$ cat config.mk
export PLATFORM = sky130hd
export DESIGN_NAME = lsr_config_bank
export DESIGN_NICKNAME = d
export VERILOG_FILES = /design/src/shared/lsr_pkg.sv /design/src/hdl/lsr_sync2.sv /design/src/hdl/lsr_config_bank.sv
export SDC_FILE = /design/constraint.sdc
export NUM_CORES = 1
export LEC_CHECK = 0
export BUFFER_PORTS_ARGS = -buffer_cell sky130_fd_sc_hd__clkbuf_2
export CAP_MARGIN = 20
export CORE_MARGIN = 8
export CORE_UTILIZATION = 50
export CTS_BUF_LIST = sky130_fd_sc_hd__clkbuf_4
export CTS_CLUSTER_SIZE = 10
export DETAILED_ROUTE_END_ITERATION = 12
export GPL_TIMING_DRIVEN = 0
export HOLD_SLACK_MARGIN = 0.12
export PLACE_DENSITY = 0.79
export SLEW_MARGIN = 20
export SYNTH_ARGS = -nofsm -noshare
export SYNTH_HDL_FRONTEND = slang
export SYNTH_SLANG_ARGS = --single-unit
$ cat constraint.sdc
create_clock -name clk -period 4.85 [get_ports clk]
set_clock_uncertainty 0.1 [all_clocks]
set_input_delay 0 -clock clk [delete_from_list [all_inputs] [get_ports clk]]
set_output_delay 0 -clock clk [all_outputs]
set_load 0.02 [all_outputs]
$ cat src/shared/lsr_pkg.sv
/*
  constants, field layouts, carrier types and decode helpers for the slot routing
  and third emitter driver configuration bank.
  assumes one 40 MHz clock and a host that reaches the bank over a two-wire serial port.
*/
// What this block does
// - second slot diode group at bits 11:8, reset 5
// - first slot diode group at bits 7:4, reset 4
// - group codes 1,4,5 connect all/upper/lower inputs
// - second slot emitter choice at bits 3:2, reset 0
// - first slot emitter choice at bits 1:0, reset 1
// - emitter codes 1..3 pick driver; 0 reserved
// - strength bit 13 resets 1; clear gives 40 percent
// - edge rate bits 6:4, reset 0, 7 fastest
// - coarse current bits 3:0, reset 0
// - scale factor is 0.4 plus 0.6 times strength
`default_nettype none
package lsr_pkg;
  // register offsets on the serial port
  localparam logic [7:0] LSR_SLOT_MAP_OFS = 8'h14;
  localparam logic [7:0] LSR_DRV3_OFS = 8'h22;
  // slot map field positions (low bit of each field)
  localparam int LSR_B_GROUP_LSB = 8;
  localparam int LSR_A_GROUP_LSB = 4;
  localparam int LSR_B_EMIT_LSB = 2;
  localparam int LSR_A_EMIT_LSB = 0;
  // third driver field positions
  localparam int LSR_STRENGTH_POS = 13;
  localparam int LSR_FIXED_ONE_POS = 12;
  localparam int LSR_EDGE_LSB = 4;
  localparam int LSR_COARSE_LSB = 0;
  // field reset values
  localparam logic [3:0] LSR_B_GROUP_RST = 4'h5;
  localparam logic [3:0] LSR_A_GROUP_RST = 4'h4;
  localparam logic [1:0] LSR_B_EMIT_RST = 2'h0;
  localparam logic [1:0] LSR_A_EMIT_RST = 2'h1;
  localparam logic LSR_STRENGTH_RST = 1'b1;
  localparam logic [2:0] LSR_EDGE_RST = 3'h0;
  localparam logic [3:0] LSR_COARSE_RST = 4'h0;
  // diode group codes
  localparam logic [3:0] LSR_GROUP_ALL = 4'h1;
  localparam logic [3:0] LSR_GROUP_UPPER = 4'h4;
  localparam logic [3:0] LSR_GROUP_LOWER = 4'h5;
  // scale factor in percent: low power floor and full strength
  localparam logic [6:0] LSR_SCALE_LOW_PCT = 7'h28;
  localparam logic [6:0] LSR_SCALE_FULL_PCT = 7'h64;
  // serial port: bits per byte and the arbitrary default device address
  localparam logic [3:0] LSR_BYTE_BITS = 4'h8;
  localparam logic [6:0] LSR_DEV_ADDR_DEF = 7'h2A; // value is arbitrary
  // slot map fields
  typedef struct packed {
    logic [3:0] second_slot_diode_group;
    logic [3:0] first_slot_diode_group;
    logic [1:0] second_slot_emitter_choice;
    logic [1:0] first_slot_emitter_choice;
  } lsr_slot_map_type;
  // third driver fields
  typedef struct packed {
    logic third_driver_strength_bit;
    logic [2:0] third_driver_edge_rate;
    logic [3:0] third_driver_coarse_current;
  } lsr_drv3_type;
  // serial engine states
  typedef enum logic [4:0] {
    LSR_IDLE = 5'h01,
    LSR_RX = 5'h02,
    LSR_ACK = 5'h04,
    LSR_TX = 5'h08,
    LSR_MACK = 5'h10
  } lsr_state_type;
  // which byte of a transfer is being received
  typedef enum logic [3:0] {
    LSR_PH_DEV = 4'h1,
    LSR_PH_REG = 4'h2,
    LSR_PH_WHI = 4'h4,
    LSR_PH_WLO = 4'h8
  } lsr_phase_type;
  // diode group code to an eight-input connect mask; reserved codes connect nothing
  function automatic logic [7:0] lsr_group_mask(input logic [3:0] code);
    case (code)
      LSR_GROUP_ALL: lsr_group_mask = 8'hFF;
      LSR_GROUP_UPPER: lsr_group_mask = 8'hF0;
      LSR_GROUP_LOWER: lsr_group_mask = 8'h0F;
      default: lsr_group_mask = 8'h00;
    endcase
  endfunction : lsr_group_mask
  // emitter code to one-hot driver enable; code 0 pulses none
  function automatic logic [2:0] lsr_emit_onehot(input logic [1:0] code);
    case (code)
      2'h1: lsr_emit_onehot = 3'h1;
      2'h2: lsr_emit_onehot = 3'h2;
      2'h3: lsr_emit_onehot = 3'h4;
      default: lsr_emit_onehot = 3'h0;
    endcase
  endfunction : lsr_emit_onehot
endpackage : lsr_pkg
`default_nettype wire

$ cat src/hdl/lsr_sync2.sv
/*
  two flip-flop synchroniser for the serial clock and data pins.
  assumes pins idle high, so both stages reset to one.
*/
`default_nettype none
module lsr_sync2 (
  input wire logic clk,
  input wire logic rst_n,
  input wire logic [1:0] async_in,
  output logic [1:0] sync_out
);
  logic [1:0] meta_ff; // first stage, read only by the second
  // two stage capture
  always_ff @(posedge clk or negedge rst_n) begin
    if (!rst_n) begin
      meta_ff <= 2'h3;
      sync_out <= 2'h3;
    end else begin
      meta_ff <= async_in;
      sync_out <= meta_ff;
    end
  end
endmodule : lsr_sync2
`default_nettype wire

$ cat src/hdl/lsr_config_bank.sv
/*
  slot routing and third emitter driver configuration bank behind a two-wire
  serial slave: device address, register offset, then 16-bit data high byte first.
  assumes scl and sda arrive asynchronously and the sda pad is open drain.
*/
`default_nettype none
module lsr_config_bank #(
  parameter logic [6:0] DEV_ADDR = lsr_pkg::LSR_DEV_ADDR_DEF
) (
  input wire logic clk,
  input wire logic rst_n,
  input wire logic scl_i,
  input wire logic sda_i,
  output logic sda_o,
  output logic sda_oe_n,
  output lsr_pkg::lsr_slot_map_type slot_map,
  output lsr_pkg::lsr_drv3_type drv3,
  output logic [7:0] first_slot_diode_input_en,
  output logic [7:0] second_slot_diode_input_en,
  output logic [2:0] first_slot_emitter_en,
  output logic [2:0] second_slot_emitter_en,
  output logic [6:0] third_driver_scale_pct
);
  logic [1:0] pins_s; // synchronised {scl, sda}
  logic scl_s;
  logic sda_s;
  logic scl_q_ff; // previous synchronised levels for edges
  logic sda_q_ff;
  logic scl_rise;
  logic scl_fall;
  logic start_seen;
  logic stop_seen;

  lsr_sync2 u_sync (
    .clk(clk),
    .rst_n(rst_n),
    .async_in({scl_i, sda_i}),
    .sync_out(pins_s)
  );
  assign scl_s = pins_s[1];
  assign sda_s = pins_s[0];
  assign scl_rise = scl_s & ~scl_q_ff;
  assign scl_fall = ~scl_s & scl_q_ff;
  // start and stop are sda edges while scl stays high
  assign start_seen = scl_s & scl_q_ff & sda_q_ff & ~sda_s;
  assign stop_seen = scl_s & scl_q_ff & ~sda_q_ff & sda_s;

  // serial engine state
  lsr_pkg::lsr_state_type st_ff, nxt_st;
  lsr_pkg::lsr_phase_type ph_ff, nxt_ph;
  logic [3:0] bit_cnt_ff, nxt_bit_cnt;
  logic [7:0] shreg_ff, nxt_shreg;
  logic rw_ff, nxt_rw; // one when the host reads
  logic [7:0] reg_addr_ff, nxt_reg_addr;
  logic [7:0] whi_ff, nxt_whi; // held high byte of a write
  logic lo_next_ff, nxt_lo_next; // next read byte is the low one
  logic oe_n_ff, nxt_oe_n;
  logic wr_ff, nxt_wr; // one-cycle commit strobe
  logic [15:0] wdata_ff, nxt_wdata;
  logic [15:0] rdata; // read image of the addressed register

  // read image; reserved bits show their required values
  // readback of fields
  always_comb begin
    rdata = 16'h0000;
    if (reg_addr_ff == lsr_pkg::LSR_SLOT_MAP_OFS) begin
      rdata[lsr_pkg::LSR_B_GROUP_LSB +: 4] = slot_map.second_slot_diode_group;
      rdata[lsr_pkg::LSR_A_GROUP_LSB +: 4] = slot_map.first_slot_diode_group;
      rdata[lsr_pkg::LSR_B_EMIT_LSB +: 2] = slot_map.second_slot_emitter_choice;
      rdata[lsr_pkg::LSR_A_EMIT_LSB +: 2] = slot_map.first_slot_emitter_choice;
    end else if (reg_addr_ff == lsr_pkg::LSR_DRV3_OFS) begin
      rdata[lsr_pkg::LSR_STRENGTH_POS] = drv3.third_driver_strength_bit;
      rdata[lsr_pkg::LSR_FIXED_ONE_POS] = 1'b1;
      rdata[lsr_pkg::LSR_EDGE_LSB +: 3] = drv3.third_driver_edge_rate;
      rdata[lsr_pkg::LSR_COARSE_LSB +: 4] = drv3.third_driver_coarse_current;
    end
  end

  // next state of the serial engine
  always_comb begin
    nxt_st = st_ff;
    nxt_ph = ph_ff;
    nxt_bit_cnt = bit_cnt_ff;
    nxt_shreg = shreg_ff;
    nxt_rw = rw_ff;
    nxt_reg_addr = reg_addr_ff;
    nxt_whi = whi_ff;
    nxt_lo_next = lo_next_ff;
    nxt_oe_n = oe_n_ff;
    nxt_wr = 1'b0;
    nxt_wdata = wdata_ff;
    if (start_seen) begin
      // a start, repeated or not, restarts address reception
      nxt_st = lsr_pkg::LSR_RX;
      nxt_ph = lsr_pkg::LSR_PH_DEV;
      nxt_bit_cnt = 4'h0;
      nxt_oe_n = 1'b1;
    end else if (stop_seen) begin
      nxt_st = lsr_pkg::LSR_IDLE;
      nxt_oe_n = 1'b1;
    end else begin
      case (st_ff)
        lsr_pkg::LSR_IDLE: begin
          nxt_oe_n = 1'b1;
        end
        lsr_pkg::LSR_RX: begin
          if (scl_rise) begin
            nxt_shreg = {shreg_ff[6:0], sda_s};
            nxt_bit_cnt = 4'(bit_cnt_ff + 4'h1);
          end else if (scl_fall && bit_cnt_ff == lsr_pkg::LSR_BYTE_BITS) begin
            nxt_st = lsr_pkg::LSR_ACK;
            nxt_oe_n = 1'b0;
            case (ph_ff)
              lsr_pkg::LSR_PH_DEV: begin
                nxt_rw = shreg_ff[0];
                nxt_lo_next = 1'b0;
                // foreign address: stay off the bus until the next start
                if (shreg_ff[7:1] != DEV_ADDR) begin
                  nxt_st = lsr_pkg::LSR_IDLE;
                  nxt_oe_n = 1'b1;
                end
              end
              lsr_pkg::LSR_PH_REG: nxt_reg_addr = shreg_ff;
              lsr_pkg::LSR_PH_WHI: nxt_whi = shreg_ff;
              lsr_pkg::LSR_PH_WLO: begin
                // second data byte commits the whole word at once
                nxt_wr = 1'b1;
                nxt_wdata = {whi_ff, shreg_ff};
              end
              default: nxt_st = lsr_pkg::LSR_IDLE;
            endcase
          end
        end
        lsr_pkg::LSR_ACK: begin
          if (scl_fall) begin
            nxt_bit_cnt = 4'h0;
            nxt_oe_n = 1'b1;
            nxt_st = lsr_pkg::LSR_RX;
            if (ph_ff == lsr_pkg::LSR_PH_DEV && rw_ff) begin
              // read: first data bit goes out on this same fall
              nxt_st = lsr_pkg::LSR_TX;
              nxt_shreg = rdata[15:8];
              nxt_oe_n = rdata[15];
              nxt_lo_next = 1'b1;
            end else if (ph_ff == lsr_pkg::LSR_PH_DEV) begin
              nxt_ph = lsr_pkg::LSR_PH_REG;
            end else if (ph_ff == lsr_pkg::LSR_PH_REG) begin
              nxt_ph = lsr_pkg::LSR_PH_WHI;
            end else if (ph_ff == lsr_pkg::LSR_PH_WHI) begin
              nxt_ph = lsr_pkg::LSR_PH_WLO;
            end else begin
              // bytes past one word are not acknowledged
              nxt_st = lsr_pkg::LSR_IDLE;
            end
          end
        end
        lsr_pkg::LSR_TX: begin
          if (scl_rise) begin
            nxt_bit_cnt = 4'(bit_cnt_ff + 4'h1);
          end else if (scl_fall) begin
            if (bit_cnt_ff == lsr_pkg::LSR_BYTE_BITS) begin
              nxt_oe_n = 1'b1;
              nxt_st = lsr_pkg::LSR_MACK;
            end else begin
              nxt_shreg = {shreg_ff[6:0], 1'b0};
              nxt_oe_n = shreg_ff[6];
            end
          end
        end
        lsr_pkg::LSR_MACK: begin
          if (scl_rise && sda_s) begin
            // host declined more data
            nxt_st = lsr_pkg::LSR_IDLE;
          end else if (scl_fall) begin
            // host wants more: alternate low and high bytes
            nxt_bit_cnt = 4'h0;
            nxt_st = lsr_pkg::LSR_TX;
            nxt_shreg = lo_next_ff ? rdata[7:0] : rdata[15:8];
            nxt_oe_n = lo_next_ff ? rdata[7] : rdata[15];
            nxt_lo_next = ~lo_next_ff;
          end
        end
        default: begin
          nxt_st = lsr_pkg::LSR_IDLE;
          nxt_oe_n = 1'b1;
        end
      endcase
    end
  end

  // serial engine registers
  always_ff @(posedge clk or negedge rst_n) begin
    if (!rst_n) begin
      scl_q_ff <= 1'b1;
      sda_q_ff <= 1'b1;
      st_ff <= lsr_pkg::LSR_IDLE;
      ph_ff <= lsr_pkg::LSR_PH_DEV;
      bit_cnt_ff <= 4'h0;
      shreg_ff <= 8'h00;
      rw_ff <= 1'b0;
      reg_addr_ff <= 8'h00;
      whi_ff <= 8'h00;
      lo_next_ff <= 1'b0;
      oe_n_ff <= 1'b1;
      wr_ff <= 1'b0;
      wdata_ff <= 16'h0000;
    end else begin
      scl_q_ff <= scl_s;
      sda_q_ff <= sda_s;
      st_ff <= nxt_st;
      ph_ff <= nxt_ph;
      bit_cnt_ff <= nxt_bit_cnt;
      shreg_ff <= nxt_shreg;
      rw_ff <= nxt_rw;
      reg_addr_ff <= nxt_reg_addr;
      whi_ff <= nxt_whi;
      lo_next_ff <= nxt_lo_next;
      oe_n_ff <= nxt_oe_n;
      wr_ff <= nxt_wr;
      wdata_ff <= nxt_wdata;
    end
  end
  assign sda_oe_n = oe_n_ff;

  // configuration fields and their decoded controls
  lsr_pkg::lsr_slot_map_type nxt_slot_map;
  lsr_pkg::lsr_drv3_type nxt_drv3;
  logic [7:0] nxt_a_din, nxt_b_din;
  logic [2:0] nxt_a_emit, nxt_b_emit;
  logic [6:0] nxt_scale;

  // field update on a committed write; reserved bits are dropped, since
  // software owes them fixed values and nothing here depends on them
  always_comb begin
    nxt_slot_map = slot_map;
    nxt_drv3 = drv3;
    if (wr_ff && reg_addr_ff == lsr_pkg::LSR_SLOT_MAP_OFS) begin
      nxt_slot_map.second_slot_diode_group = wdata_ff[lsr_pkg::LSR_B_GROUP_LSB +: 4];
      nxt_slot_map.first_slot_diode_group = wdata_ff[lsr_pkg::LSR_A_GROUP_LSB +: 4];
      nxt_slot_map.second_slot_emitter_choice = wdata_ff[lsr_pkg::LSR_B_EMIT_LSB +: 2];
      nxt_slot_map.first_slot_emitter_choice = wdata_ff[lsr_pkg::LSR_A_EMIT_LSB +: 2];
    end
    if (wr_ff && reg_addr_ff == lsr_pkg::LSR_DRV3_OFS) begin
      nxt_drv3.third_driver_strength_bit = wdata_ff[lsr_pkg::LSR_STRENGTH_POS];
      nxt_drv3.third_driver_edge_rate = wdata_ff[lsr_pkg::LSR_EDGE_LSB +: 3];
      nxt_drv3.third_driver_coarse_current = wdata_ff[lsr_pkg::LSR_COARSE_LSB +: 4];
    end
    nxt_a_din = lsr_pkg::lsr_group_mask(nxt_slot_map.first_slot_diode_group);
    nxt_b_din = lsr_pkg::lsr_group_mask(nxt_slot_map.second_slot_diode_group);
    nxt_a_emit = lsr_pkg::lsr_emit_onehot(nxt_slot_map.first_slot_emitter_choice);
    nxt_b_emit = lsr_pkg::lsr_emit_onehot(nxt_slot_map.second_slot_emitter_choice);
    nxt_scale = nxt_drv3.third_driver_strength_bit ? lsr_pkg::LSR_SCALE_FULL_PCT
                                                   : lsr_pkg::LSR_SCALE_LOW_PCT;
  end

  // field registers; decoded outputs change in the same cycle as the fields
  always_ff @(posedge clk or negedge rst_n) begin
    if (!rst_n) begin
      slot_map <= '{lsr_pkg::LSR_B_GROUP_RST, lsr_pkg::LSR_A_GROUP_RST,
                    lsr_pkg::LSR_B_EMIT_RST, lsr_pkg::LSR_A_EMIT_RST};
      drv3 <= '{lsr_pkg::LSR_STRENGTH_RST, lsr_pkg::LSR_EDGE_RST, lsr_pkg::LSR_COARSE_RST};
      first_slot_diode_input_en <= 8'hF0;
      second_slot_diode_input_en <= 8'h0F;
      first_slot_emitter_en <= 3'h1;
      second_slot_emitter_en <= 3'h0;
      third_driver_scale_pct <= lsr_pkg::LSR_SCALE_FULL_PCT;
      sda_o <= 1'b0;
    end else begin
      slot_map <= nxt_slot_map;
      drv3 <= nxt_drv3;
      first_slot_diode_input_en <= nxt_a_din;
      second_slot_diode_input_en <= nxt_b_din;
      first_slot_emitter_en <= nxt_a_emit;
      second_slot_emitter_en <= nxt_b_emit;
      third_driver_scale_pct <= nxt_scale;
      sda_o <= 1'b0; // open drain: only ever pulls low
    end
  end

  // checks: helper flag marks that some write has been committed
  logic wr_seen_ff;
  always_ff @(posedge clk or negedge rst_n) begin
    if (!rst_n) wr_seen_ff <= 1'b0;
    else if (wr_ff) wr_seen_ff <= 1'b1;
  end
endmodule : lsr_config_bank
`default_nettype wire

== Word level (Yosys, flattened, before mapping) ==
Cells that the tools add are included.

* Reductions and logical operators: 23
* Equality and inequality tests: 50
* Bitwise logic cells: 15
* Add/subtract/negate cells: 1
* Muxes and demuxes: 82

{| class="wikitable"
|+ Operators with widths
! kind !! number
|-
| 8-bit two-way mux || 10
|-
| 4-bit two-way mux || 14
|-
| 5-bit two-way mux || 11
|-
| 8-bit one-hot mux with 3 select lines || 2
|-
| 4-bit inequality test, second input constant || 8
|-
| 8-bit one-hot mux with 4 select lines || 1
|-
| 1-bit two-way mux || 27
|-
| 2-bit inequality test, second input constant || 13
|-
| 5-bit one-hot mux with 5 select lines || 1
|-
| 6-bit AND reduction || 4
|-
| 7-bit two-way mux || 3
|-
| 4-bit by 3-bit equality test with 1-bit output, second input constant || 5
|-
| 3-bit one-hot mux with 3 select lines || 2
|-
| 4-bit by 1-bit equality test with 1-bit output, second input constant || 3
|-
| 12-bit two-way mux || 1
|-
| 4-bit one-hot mux with 3 select lines || 1
|-
| 4-bit nonzero test || 3
|-
| 11-bit AND reduction || 1
|-
| 2-bit two-way mux || 5
|-
| 10-bit AND reduction || 1
|-
| 2-bit equality test, second input constant || 4
|-
| 4-bit equality test, second input constant || 2
|-
| 8-bit by 5-bit equality test with 1-bit output, second input constant || 1
|-
| 8-bit by 6-bit equality test with 1-bit output, second input constant || 1
|-
| 27 further kinds || 47
|}

* Output and inout port bits: 51
* Logic and storage cells: 198
* Flip-flop bits (word level): 108
* Input port bits: 4

== Logic depth before layout (Yosys ltp) ==
Gate-level depths: netlist (run 1).

* Depth after elaboration: 9
* Depth in mapped cells: 8
* Mapped depth without buffers: 7

== Cells and area by module ==
A second synthesis (run 1) with hierarchy kept.

* Cells, all modules: 378
* Area, all modules: 4326.6 sq um

{| class="wikitable"
|+ By module, submodules not included
! module !! area each (sq um) !! seq. area each (sq um) !! cells each !! times used
|-
| lsr_config_bank || 4221.5 || 2118.3 || 374 || 1
|-
| lsr_sync2 || 105.1 || 105.1 || 4 || 1
|}

== Worst setup path before layout (run 1) ==
OpenSTA, ideal clock, no wires.

* Path type: register to register
* Start point: reg ph_ff[0]
* End point: reg shreg_ff[0]
* Required time: 4.625 ns
* Arrival: 2.488 ns
* Stages on the path, launching flop included: 7
* Slack: 2.137 ns
* Library setup time: 0.125 ns
* Period minus slack after synthesis: 2.713 ns
* Buffers on the path: 1
* Cell sequence: dfstp_2 -> buf_4 -> or4b_4 -> o2111a_1 -> a311o_1 -> a311oi_4 -> mux2_2

* Cells in the longest elaborated chain, start to end: 4

{| class="wikitable"
|+ Ends and longest elaborated chain
! item !! RTL line !! RTL
|-
| start, declared || lsr_config_bank.sv:50 || <nowiki>lsr_pkg::lsr_phase_type ph_ff, nxt_ph;</nowiki>
|-
| start signal, assigned || lsr_config_bank.sv:197 || <nowiki>ph_ff <= lsr_pkg::LSR_PH_DEV;</nowiki>
|-
| start signal, assigned || lsr_config_bank.sv:211 || <nowiki>ph_ff <= nxt_ph;</nowiki>
|-
| 4-bit by 1-bit equality test with 1-bit output || lsr_config_bank.sv:139 || <nowiki>if (ph_ff == lsr_pkg::LSR_PH_DEV && rw_ff) begin</nowiki>
|-
| 1-bit logical AND || lsr_config_bank.sv:139 ||
|-
| 2-bit inequality test (no line) || -- ||
|-
| 11-bit AND reduction (no line) || -- ||
|-
| end signal, assigned || lsr_config_bank.sv:213 || <nowiki>shreg_ff <= nxt_shreg;</nowiki>
|-
| end, declared || lsr_config_bank.sv:52 || <nowiki>logic [7:0] shreg_ff, nxt_shreg;</nowiki>
|}

Every way passes these cells.
A chain may end at the register's enable or synchronous reset.

== Final worst setup path (run 1) ==
* Start point: reg st_ff[0]
* End point: reg wdata_ff[7]

* Cells in the longest elaborated chain, start to end: 2

{| class="wikitable"
|+ Ends and longest elaborated chain
! item !! RTL line !! RTL
|-
| start, declared || lsr_config_bank.sv:49 || <nowiki>lsr_pkg::lsr_state_type st_ff, nxt_st;</nowiki>
|-
| start signal, assigned || lsr_config_bank.sv:196 || <nowiki>st_ff <= lsr_pkg::LSR_IDLE;</nowiki>
|-
| start signal, assigned || lsr_config_bank.sv:210 || <nowiki>st_ff <= nxt_st;</nowiki>
|-
| 5-bit by 2-bit equality test with 1-bit output || lsr_config_bank.sv:102 || <nowiki>case (st_ff)</nowiki>
|-
| 6-bit AND reduction (no line) || -- ||
|-
| end signal, assigned || lsr_config_bank.sv:220 || <nowiki>wdata_ff <= nxt_wdata;</nowiki>
|-
| end, declared || lsr_config_bank.sv:59 || <nowiki>logic [15:0] wdata_ff, nxt_wdata;</nowiki>
|}

Every way passes these cells.

==> summary.md, run 1 <==
| Metric | Value |
|---|---|
| Total die area | between 10000 and 15000 um^2 |
| Synth top area share | between 40% and 50% |
| Synth unique cells | 58 |
| Final antenna-violating net count | 0 |
| Routed WL per cell | 17.9 um |
| Nets | around 470 |
| Endpoints failing setup | 0 |
| Max-slew headroom | between 20% and 30% |
| Vias in the first global route | 3401 |
| Routed via count | 3318 |
| Critical path startpoint category | flip-flop |
| Total routed wirelength | slightly above 10000 um |
| # rows | 34 |
| GR Util All Layers | 18.3% |
| # clock sinks | 88 |
| Total of max-cap violations | 0 |
| Synthesized area | 4380 um^2 |
| Crit share post-route | 63.9% |
| Total CTS buffers | 9 |
| Detailed Routing Iterations Pass 1 | 5 |
| Largest net degree at the start of global routing | 72 |
| CP cell instances | clkbuf_1 -> nor3_1 -> nand2_1 -> or4_1 -> clkbuf_1 -> clkbuf_1 -> mux2_2 |
| Unrepaired setup endpoints after global routing | no |
| Residual DRC | 0 |
| Slowest CP cell | or4_1 |
| Syn Area/Cell | ~11 um^2 |
| CTS tree | yes |
| Sequential area share after synthesis | between 50% and 60% |
| Die height | 110 um |
| Worst Tran Pin Value | ~1.1 ns |
| Mapped Cells | 396 |
| CP peak stage delay | 0.57 ns |
| Final antenna diode count | 0 |
| FF+latch count, synth | between 80 and 90 |
| CP Max Fanout | 10 |
| Post-synth EDFFs | 0 |
| Cell area power density | 302 nW/um^2 |
| Final Wtd Congestion | 0.900 |
| Synth area leader | dfrtp_1 |
| Fin worst setup slack | 1.75 ns |
| Clock Latency Late Sink | 0.44 ns |
| Port Buf Inserts | 49 |
| Area of the multi-input gates | 1890 um^2 |
| Clock tree buffer depth | 2 |
| Fmax | 323 MHz |
| Hold Crit Class | flip-flop to flip-flop |
| FILL cells | approximately 730 |
| CTS resizes | 0 |
| VDD IR max | 165 uV |
| Most frequent CP cell | clkbuf_1 |
| CTS root buffer | clkbuf_4 |
| P&R area growth vs syn | 14.3% |
| Layout cells sized above 1 | between 30% and 40% |
| Static leakage | 2.52 nW |
| Die width | 110 um |
| Setup_tns | 0 ns |
| GRT overflow | 0 |
| Top post-synthesis cells by area | dfrtp_1 (41%), mux2_2 (12%), dfstp_2 (10%), buf_4 (3.4%), nor2_1 (2.5%) |
| Core Footprint | 8590 um^2 |
| Crit end category | flip-flop |
| Final worst path period need | 3.10 ns |
| Antenna violations before repair | 0 |
| Synth Warn # | 0 |
| Post-synth ARST share | 100% |
| # H-tree levels | 3 |
| Initial Util | 51.0% |
| Final hold viol count | 0 |
| Ports | 55 |
| Vias per cell | 5.73 |
| CP Class | flip-flop to flip-flop |
| Setup Slack @ Placement | 1.81 ns |
| CTS clk-pin slew, worst paths | 0.16 ns |
| Number of DRC markers in iteration 0 | ~220 |
| Register area | ~2200 um^2 |
| Slew Viols, Final | 0 |
| Status | complete, no violations |
| First-pass GRT wire length | 17200 um |
| Crit path DAT | 3.34 ns |
| CP Data Required Time | 5.09 ns |
| HPWL after DPL | 7460 um |
| Synth Flop Type | dfrtp_1 |
## kinds of logic after synthesis
kind of cell	synth area share [%]
buf+inv	6.37
simple gates	13.6
xor+xnor	1.80
mux	14.2
flops	50.7
compound gates	12.6
fa+ha+maj	0.571
other cells	0.171
## per-layer routing
layer | global-route usage [%] | part of all wire [%]
met3 | 4.45 | 7.8
met2 | 29.4 | 47
met4 | 5.88 | 2.1
met1 | 23.8 | 43
met5 | 0 | 0
## registers in the layout, indices dropped and copies added (netlist names), 2 cells and up
signal	cells
first_slot_emitter_en	3
first_slot_diode_input_en	2
ph_ff	4
second_slot_diode_input_en	2
reg_addr_ff	8
shreg_ff	8
second_slot_emitter_en	3
slot_map	12
third_driver_scale_pct	2
u_sync.meta_ff	2
drv3	7
st_ff	5
bit_cnt_ff	4
u_sync.sync_out	2
wdata_ff	13
whi_ff	5
## repair_timing
| action | in CTS | in global routing |
|---|---|---|
| setup buffers | 0 | 0 |
| hold buffers | 7 | 0 |
| hold endpoints to repair | 90 | 0 |
## where the power goes
part | internal (mW) | switching, mW
Clock | 0.122 | 0.288
Combinational | 0.111 | 0.168
Sequential | 0.774 | 0.0477
## worst max-delay path, delay by kind of cell (launching register included)
family	cells	cell delay, ns
buffers and inverters	3	0.79
DFF	1	0.39
and+or+nand+nor	3	1.36
muxes	1	0.36
## cell usage after synthesis, drive strengths merged, types with 3 or more instances
library cell,count
dfrtp,71
xor2,6
a32oi,6
a31oi,8
inv,14
nor4b,3
nand3,11
nor2,29
mux2,48
clkbuf,16
a21oi,11
nor3,8
nand2,21
dfstp,17
o211ai,5
mux2i,8
nor4bb,3
buf,22
nor3b,4
o21ai,13
and3,4
and2,6
nor2b,7
nand2b,4
o31ai,4
xnor2,3
nand3b,3
## worst paths after layout
check | startpoint | to | slack (ns) | depth (start not counted)
min in group asynchronous | rst_n | second_slot_diode_input_en[3] | 0.62 | 3
min reg2reg | u_sync.meta_ff[0] | u_sync.sync_out[0] | 0.27 | 0
max reg2reg | st_ff[0] | wdata_ff[7] | 1.75 | 7
max | st_ff[0] | wdata_ff[7] | 1.75 | 7
min | u_sync.meta_ff[0] | u_sync.sync_out[0] | 0.27 | 0
max in group asynchronous | rst_n | first_slot_emitter_en[1] | 3.64 | 4
## layout make-up
| type | instances | share of cell area, % |
|---|---|---|
| Buffer | 38 | 4.52 |
| Multi-Input combinational cell | 259 | 37.7 |
| Sequential cell | 88 | 44.4 |
| Timing Repair Buffer | 56 | 6.82 |
| Inverter | 14 | 1.05 |
| Clock buffer | 9 | 1.35 |
| Clock inverter | 7 | 1.42 |
| Tap cell | 108 | 2.70 |
## placed cells by master, fill, tap and decap left out, types with 4 or more instances in the layout
cell type,instances
dfrtp_1,71
and2_1,6
nand2b_1,4
inv_6,4
mux2i_1,8
dfstp_2,17
o31ai_1,4
mux2_2,48
o211ai_1,5
nor3_1,8
xor2_1,6
and3_1,4
clkbuf_1,16
o21ai_0,13
nand2_1,21
nor2b_1,7
clkbuf_2,48
nand3_1,11
a31oi_1,8
nor3b_1,4
nor2_1,29
a21oi_1,11
dlygate4sd3_1,6
buf_4,20
a32oi_1,6
clkbuf_4,9
inv_1,14
conb_1,5
## per-stage QoR
| stage | std cells | power, mW | hold WS, ns | instance area [um^2] | utilization [%] |
|---|---|---|---|---|---|
| after detailed placement | 556 | 1.10 | -0.00990 | 4780 | 55.6 |
| after global placement | 556 | 1.09 | -0.0118 | 4770 | 55.5 |
| after CTS | 579 | 1.51 | 0.268 | 5010 | 58.3 |
| final | 579 | 1.51 | 0.267 | 5010 | 58.3 |
| after global routing | 579 | 1.59 | 0.275 | 5010 | 58.3 |
| after floorplan | 399 | 1.02 | -0.396 | 4390 | - |
Power figures use the tool's default switching activity.
==> run 2: changes to the inputs <==
--- a/config.mk
+++ b/config.mk
@@ -14,7 +14,7 @@
 export DETAILED_ROUTE_END_ITERATION = 12
 export GPL_TIMING_DRIVEN = 0
 export HOLD_SLACK_MARGIN = 0.12
-export PLACE_DENSITY = 0.79
+export PLACE_DENSITY = 0.82
 export SLEW_MARGIN = 20
 export SYNTH_ARGS = -nofsm -noshare
 export SYNTH_HDL_FRONTEND = slang
==> constraint.sdc (replaced) <==
create_clock -name clk -period 2.8 [get_ports clk]
set_clock_uncertainty 0.1 [all_clocks]
set_input_delay 0 -clock clk [delete_from_list [all_inputs] [get_ports clk]]
set_output_delay 0 -clock clk [all_outputs]
set_load 0.02 [all_outputs]
==> run 2 against run 1 <==
  * Via count is 0.39% higher
  * Largest power group unchanged
  * First-iteration DRC count is 45% higher
  * Flip-flop and latch count stayed put
  * Count of clock-buffer cells in the layout stayed put
  * Final area is 1.6% higher
  * Non-clock buffer count is 9 higher
==> summary.md, run 2 (synthesis results as in run 1) <==
| Metric | Value |
|---|---|
| Status | complete, no violations |
| Total CTS buffers | 9 |
| Most frequent cells in the layout | dfrtp_1 (71), clkbuf_2 (50), mux2_2 (48) |
| CTS tree | yes |
| Share of power burned in registers | 53.2% |
| Residual DRC | 0 |
| CP Class | flip-flop to flip-flop |
| Psw | 0.904 mW |
| Unrepaired setup endpoints after global routing | yes |
| Final antenna diode count | 0 |
| Crit end category | flip-flop |
| # rows | 34 |
| CP Max Fanout | 6 |
| Final antenna-violating net count | 0 |
| Clock Latency Late Sink | 0.46 ns |
| Static leakage | 2.57 nW |
| Most flops, register | wdata_ff |
| Max reg flops | 13 |
| Flop2flop setup slack | 0.04 ns |
| Slowest CP cell | dfstp_2 |
| Final hold viol count | 0 |
| Final worst path period need | 2.76 ns |
| Sw frac | 33.7% |
| Final Wtd Congestion | 0.888 |
| Total routed wirelength | 10500 um |
| Core Footprint | 8590 um^2 |
| Port Buf Inserts | 49 |
| CP Capture Point | shreg_ff[7] |
| Die height | 110 um |
| Clock power share | a little over a quarter |
| R2r endpoint | shreg_ff[7] |
| CTS clk-pin slew, worst paths | 0.16 ns |
| Most common cell after layout, fill and taps aside | dfrtp_1 |
| Total of max-cap violations | 0 |
| Max-slew headroom | 55.0% |
| Worst Tran Pin Value | 0.666 ns |
| Number of DRC markers in iteration 0 | slightly above 300 |
| Most frequent CP cell | buf_6 |
| Hold Crit Class | flip-flop to flip-flop |
| # H-tree levels | 3 |
| GRT overflow | 0 |
| Logic pwr share | 19.7% |
| Pint | 1.78 mW |
| Worst R2R Path Depth | 7 |
| Biggest regs | wdata_ff x13, slot_map x12 |
| Vias in the first global route | 3341 |
| Post-route cell area | 5090 um^2 |
| Largest net degree at the start of global routing | 89 |
| Fmax | 362 MHz |
| Total die area | 12000 um^2 |
| Crit share post-route | between 90% and 100% |
| Routed via count | 3331 |
| Hold WS | 0.270 ns |
| HPWL after DPL | 7390 um |
| Critical Path Source | ph_ff[0] |
| CTS root buffer | clkbuf_4 |
| Die width | 110 um |
| Vias per cell | 5.66 |
| CP peak stage delay | ~0.56 ns |
| Antenna violations before repair | 0 |
| Crit path DAT | 3.03 ns |
| Detailed Routing Iterations Pass 1 | 4 |
| Critical Path Stages | 7 |
| Slew Viols, Final | 0 |
| # clock sinks | 88 |
| WP buf/inv | 2 |
| VDD IR max | slightly above 400 uV |
| Endpoints failing setup | 0 |
| Post-DP Area | 4780 um^2 |
| CP cell instances | buf_6 -> or4b_4 -> o2111a_1 -> a311o_1 -> a311oi_4 -> buf_6 -> mux2_2 |
| GR Util All Layers | 18.3% |
| P&R area growth vs syn | 16.2% |
| Clock tree buffer depth | 2 |
| CP Data Required Time | 3.07 ns |
| Worst R2R Start | ph_ff[0] |
| Layout cells sized above 1 | roughly 36% |
| Initial Util | 51.0% |
| Ports | 55 |
| Crit path max-delay family | compound AO/OA/AOI/OAI gates |
| Nets | 481 |
| Critical path startpoint category | flip-flop |
| FILL cells | 702 |
| Cell area power density | 527 nW/um^2 |
| First-pass GRT wire length | around 17000 um |
| Routed WL per cell | 17.9 um |
==> run 2: changes by cell type in the layout (fill, tap and decap cells not counted), moves of 2 or more <==
cell,previous run,this run
clkbuf_2,48,50
clkbuf_1,16,13
buf_6,1,4
inv_8,1,3
buf_4,20,27
==> run 2: metrics by stage <==
step / setup slack, ns / total power [mW] / std cells / util, % / TNS [ns]
finish: 0.0361 / 2.68 / 588 / 59.2 / 0
global route: -0.0304 / 2.79 / 588 / 59.2 / -0.0664
CTS: 0.0127 / 2.64 / 582 / 58.4 / 0
detailed placement: -0.172 / 1.91 / 556 / 55.6 / -2.13
global placement: -0.161 / 1.89 / 556 / 55.5 / -1.83
floorplan: 0.0874 / 1.76 / 399 / - / 0
==> run 2: power by group through the flow <==
stage / sequential [mW] / clock (mW) / combinational, mW
after floorplan: 1.41 / 0 / 0.348
after global placement: 1.44 / 0 / 0.447
after detailed placement: 1.45 / 0 / 0.461
after CTS: 1.42 / 0.732 / 0.486
after global routing: 1.44 / 0.778 / 0.580
final: 1.43 / 0.726 / 0.530
==> run 2: how the worst min path moves through the flow <==
| stage | from | endpoint | slack (ns) | cells past startpoint |
|---|---|---|---|---|
| after detailed placement | scl_i | u_sync.meta_ff[1] | -0.01 | 1 |
| after CTS | u_sync.meta_ff[1] | u_sync.sync_out[1] | 0.27 | 0 |
| final | u_sync.meta_ff[1] | u_sync.sync_out[1] | 0.27 | 0 |
| after floorplan | rst_n | bit_cnt_ff[0] | -0.40 | 0 |
| after global routing | u_sync.meta_ff[1] | u_sync.sync_out[1] | 0.27 | 0 |
| after global placement | scl_i | u_sync.meta_ff[1] | -0.01 | 1 |
==> run 2: worst register-to-register path, delay by kind of cell (launching register included) <==
kind / cells / cell delay [ns]
multiplexers: 1 / 0.33
AO/OA/AOI/OAI: 3 / 0.93
buffers and inverters: 2 / 0.28
AND/OR/NAND/NOR: 1 / 0.48
flip-flops: 1 / 0.56
==> run 2: cell type report <==
cell class              instances  area, um^2  area share (%)
plain buffers                  38         234            4.60
clock buffers                   9        67.6            1.33
clock inverters                 7        68.8            1.35
inverters                      14        52.6            1.03
multi-input cells             259        1910            37.6
flip-flops and latches         88        2220            43.7
well taps                     108         135            2.65
repair buffers                 65         397            7.79
==> run 2: per-layer routing <==
metal	global-route usage (%)	vias to the layer above	wire, um
met5	0	-	0
met4	6.56	0	191
met3	4.16	17	858
met2	29.5	124	5040
met1	23.7	1617	4410
li1	-	1573	-
==> run 2: what timing repair did <==
| item | in CTS | in global routing |
|---|---|---|
| pin swaps | 3 | 4 |
| endpoints found under the setup margin | 16 | 17 |
| endpoints found under the hold margin | 90 | 0 |
| resized for setup | 4 | 9 |
| buffers inserted | 4 | 6 |
| hold buffers | 6 | 0 |
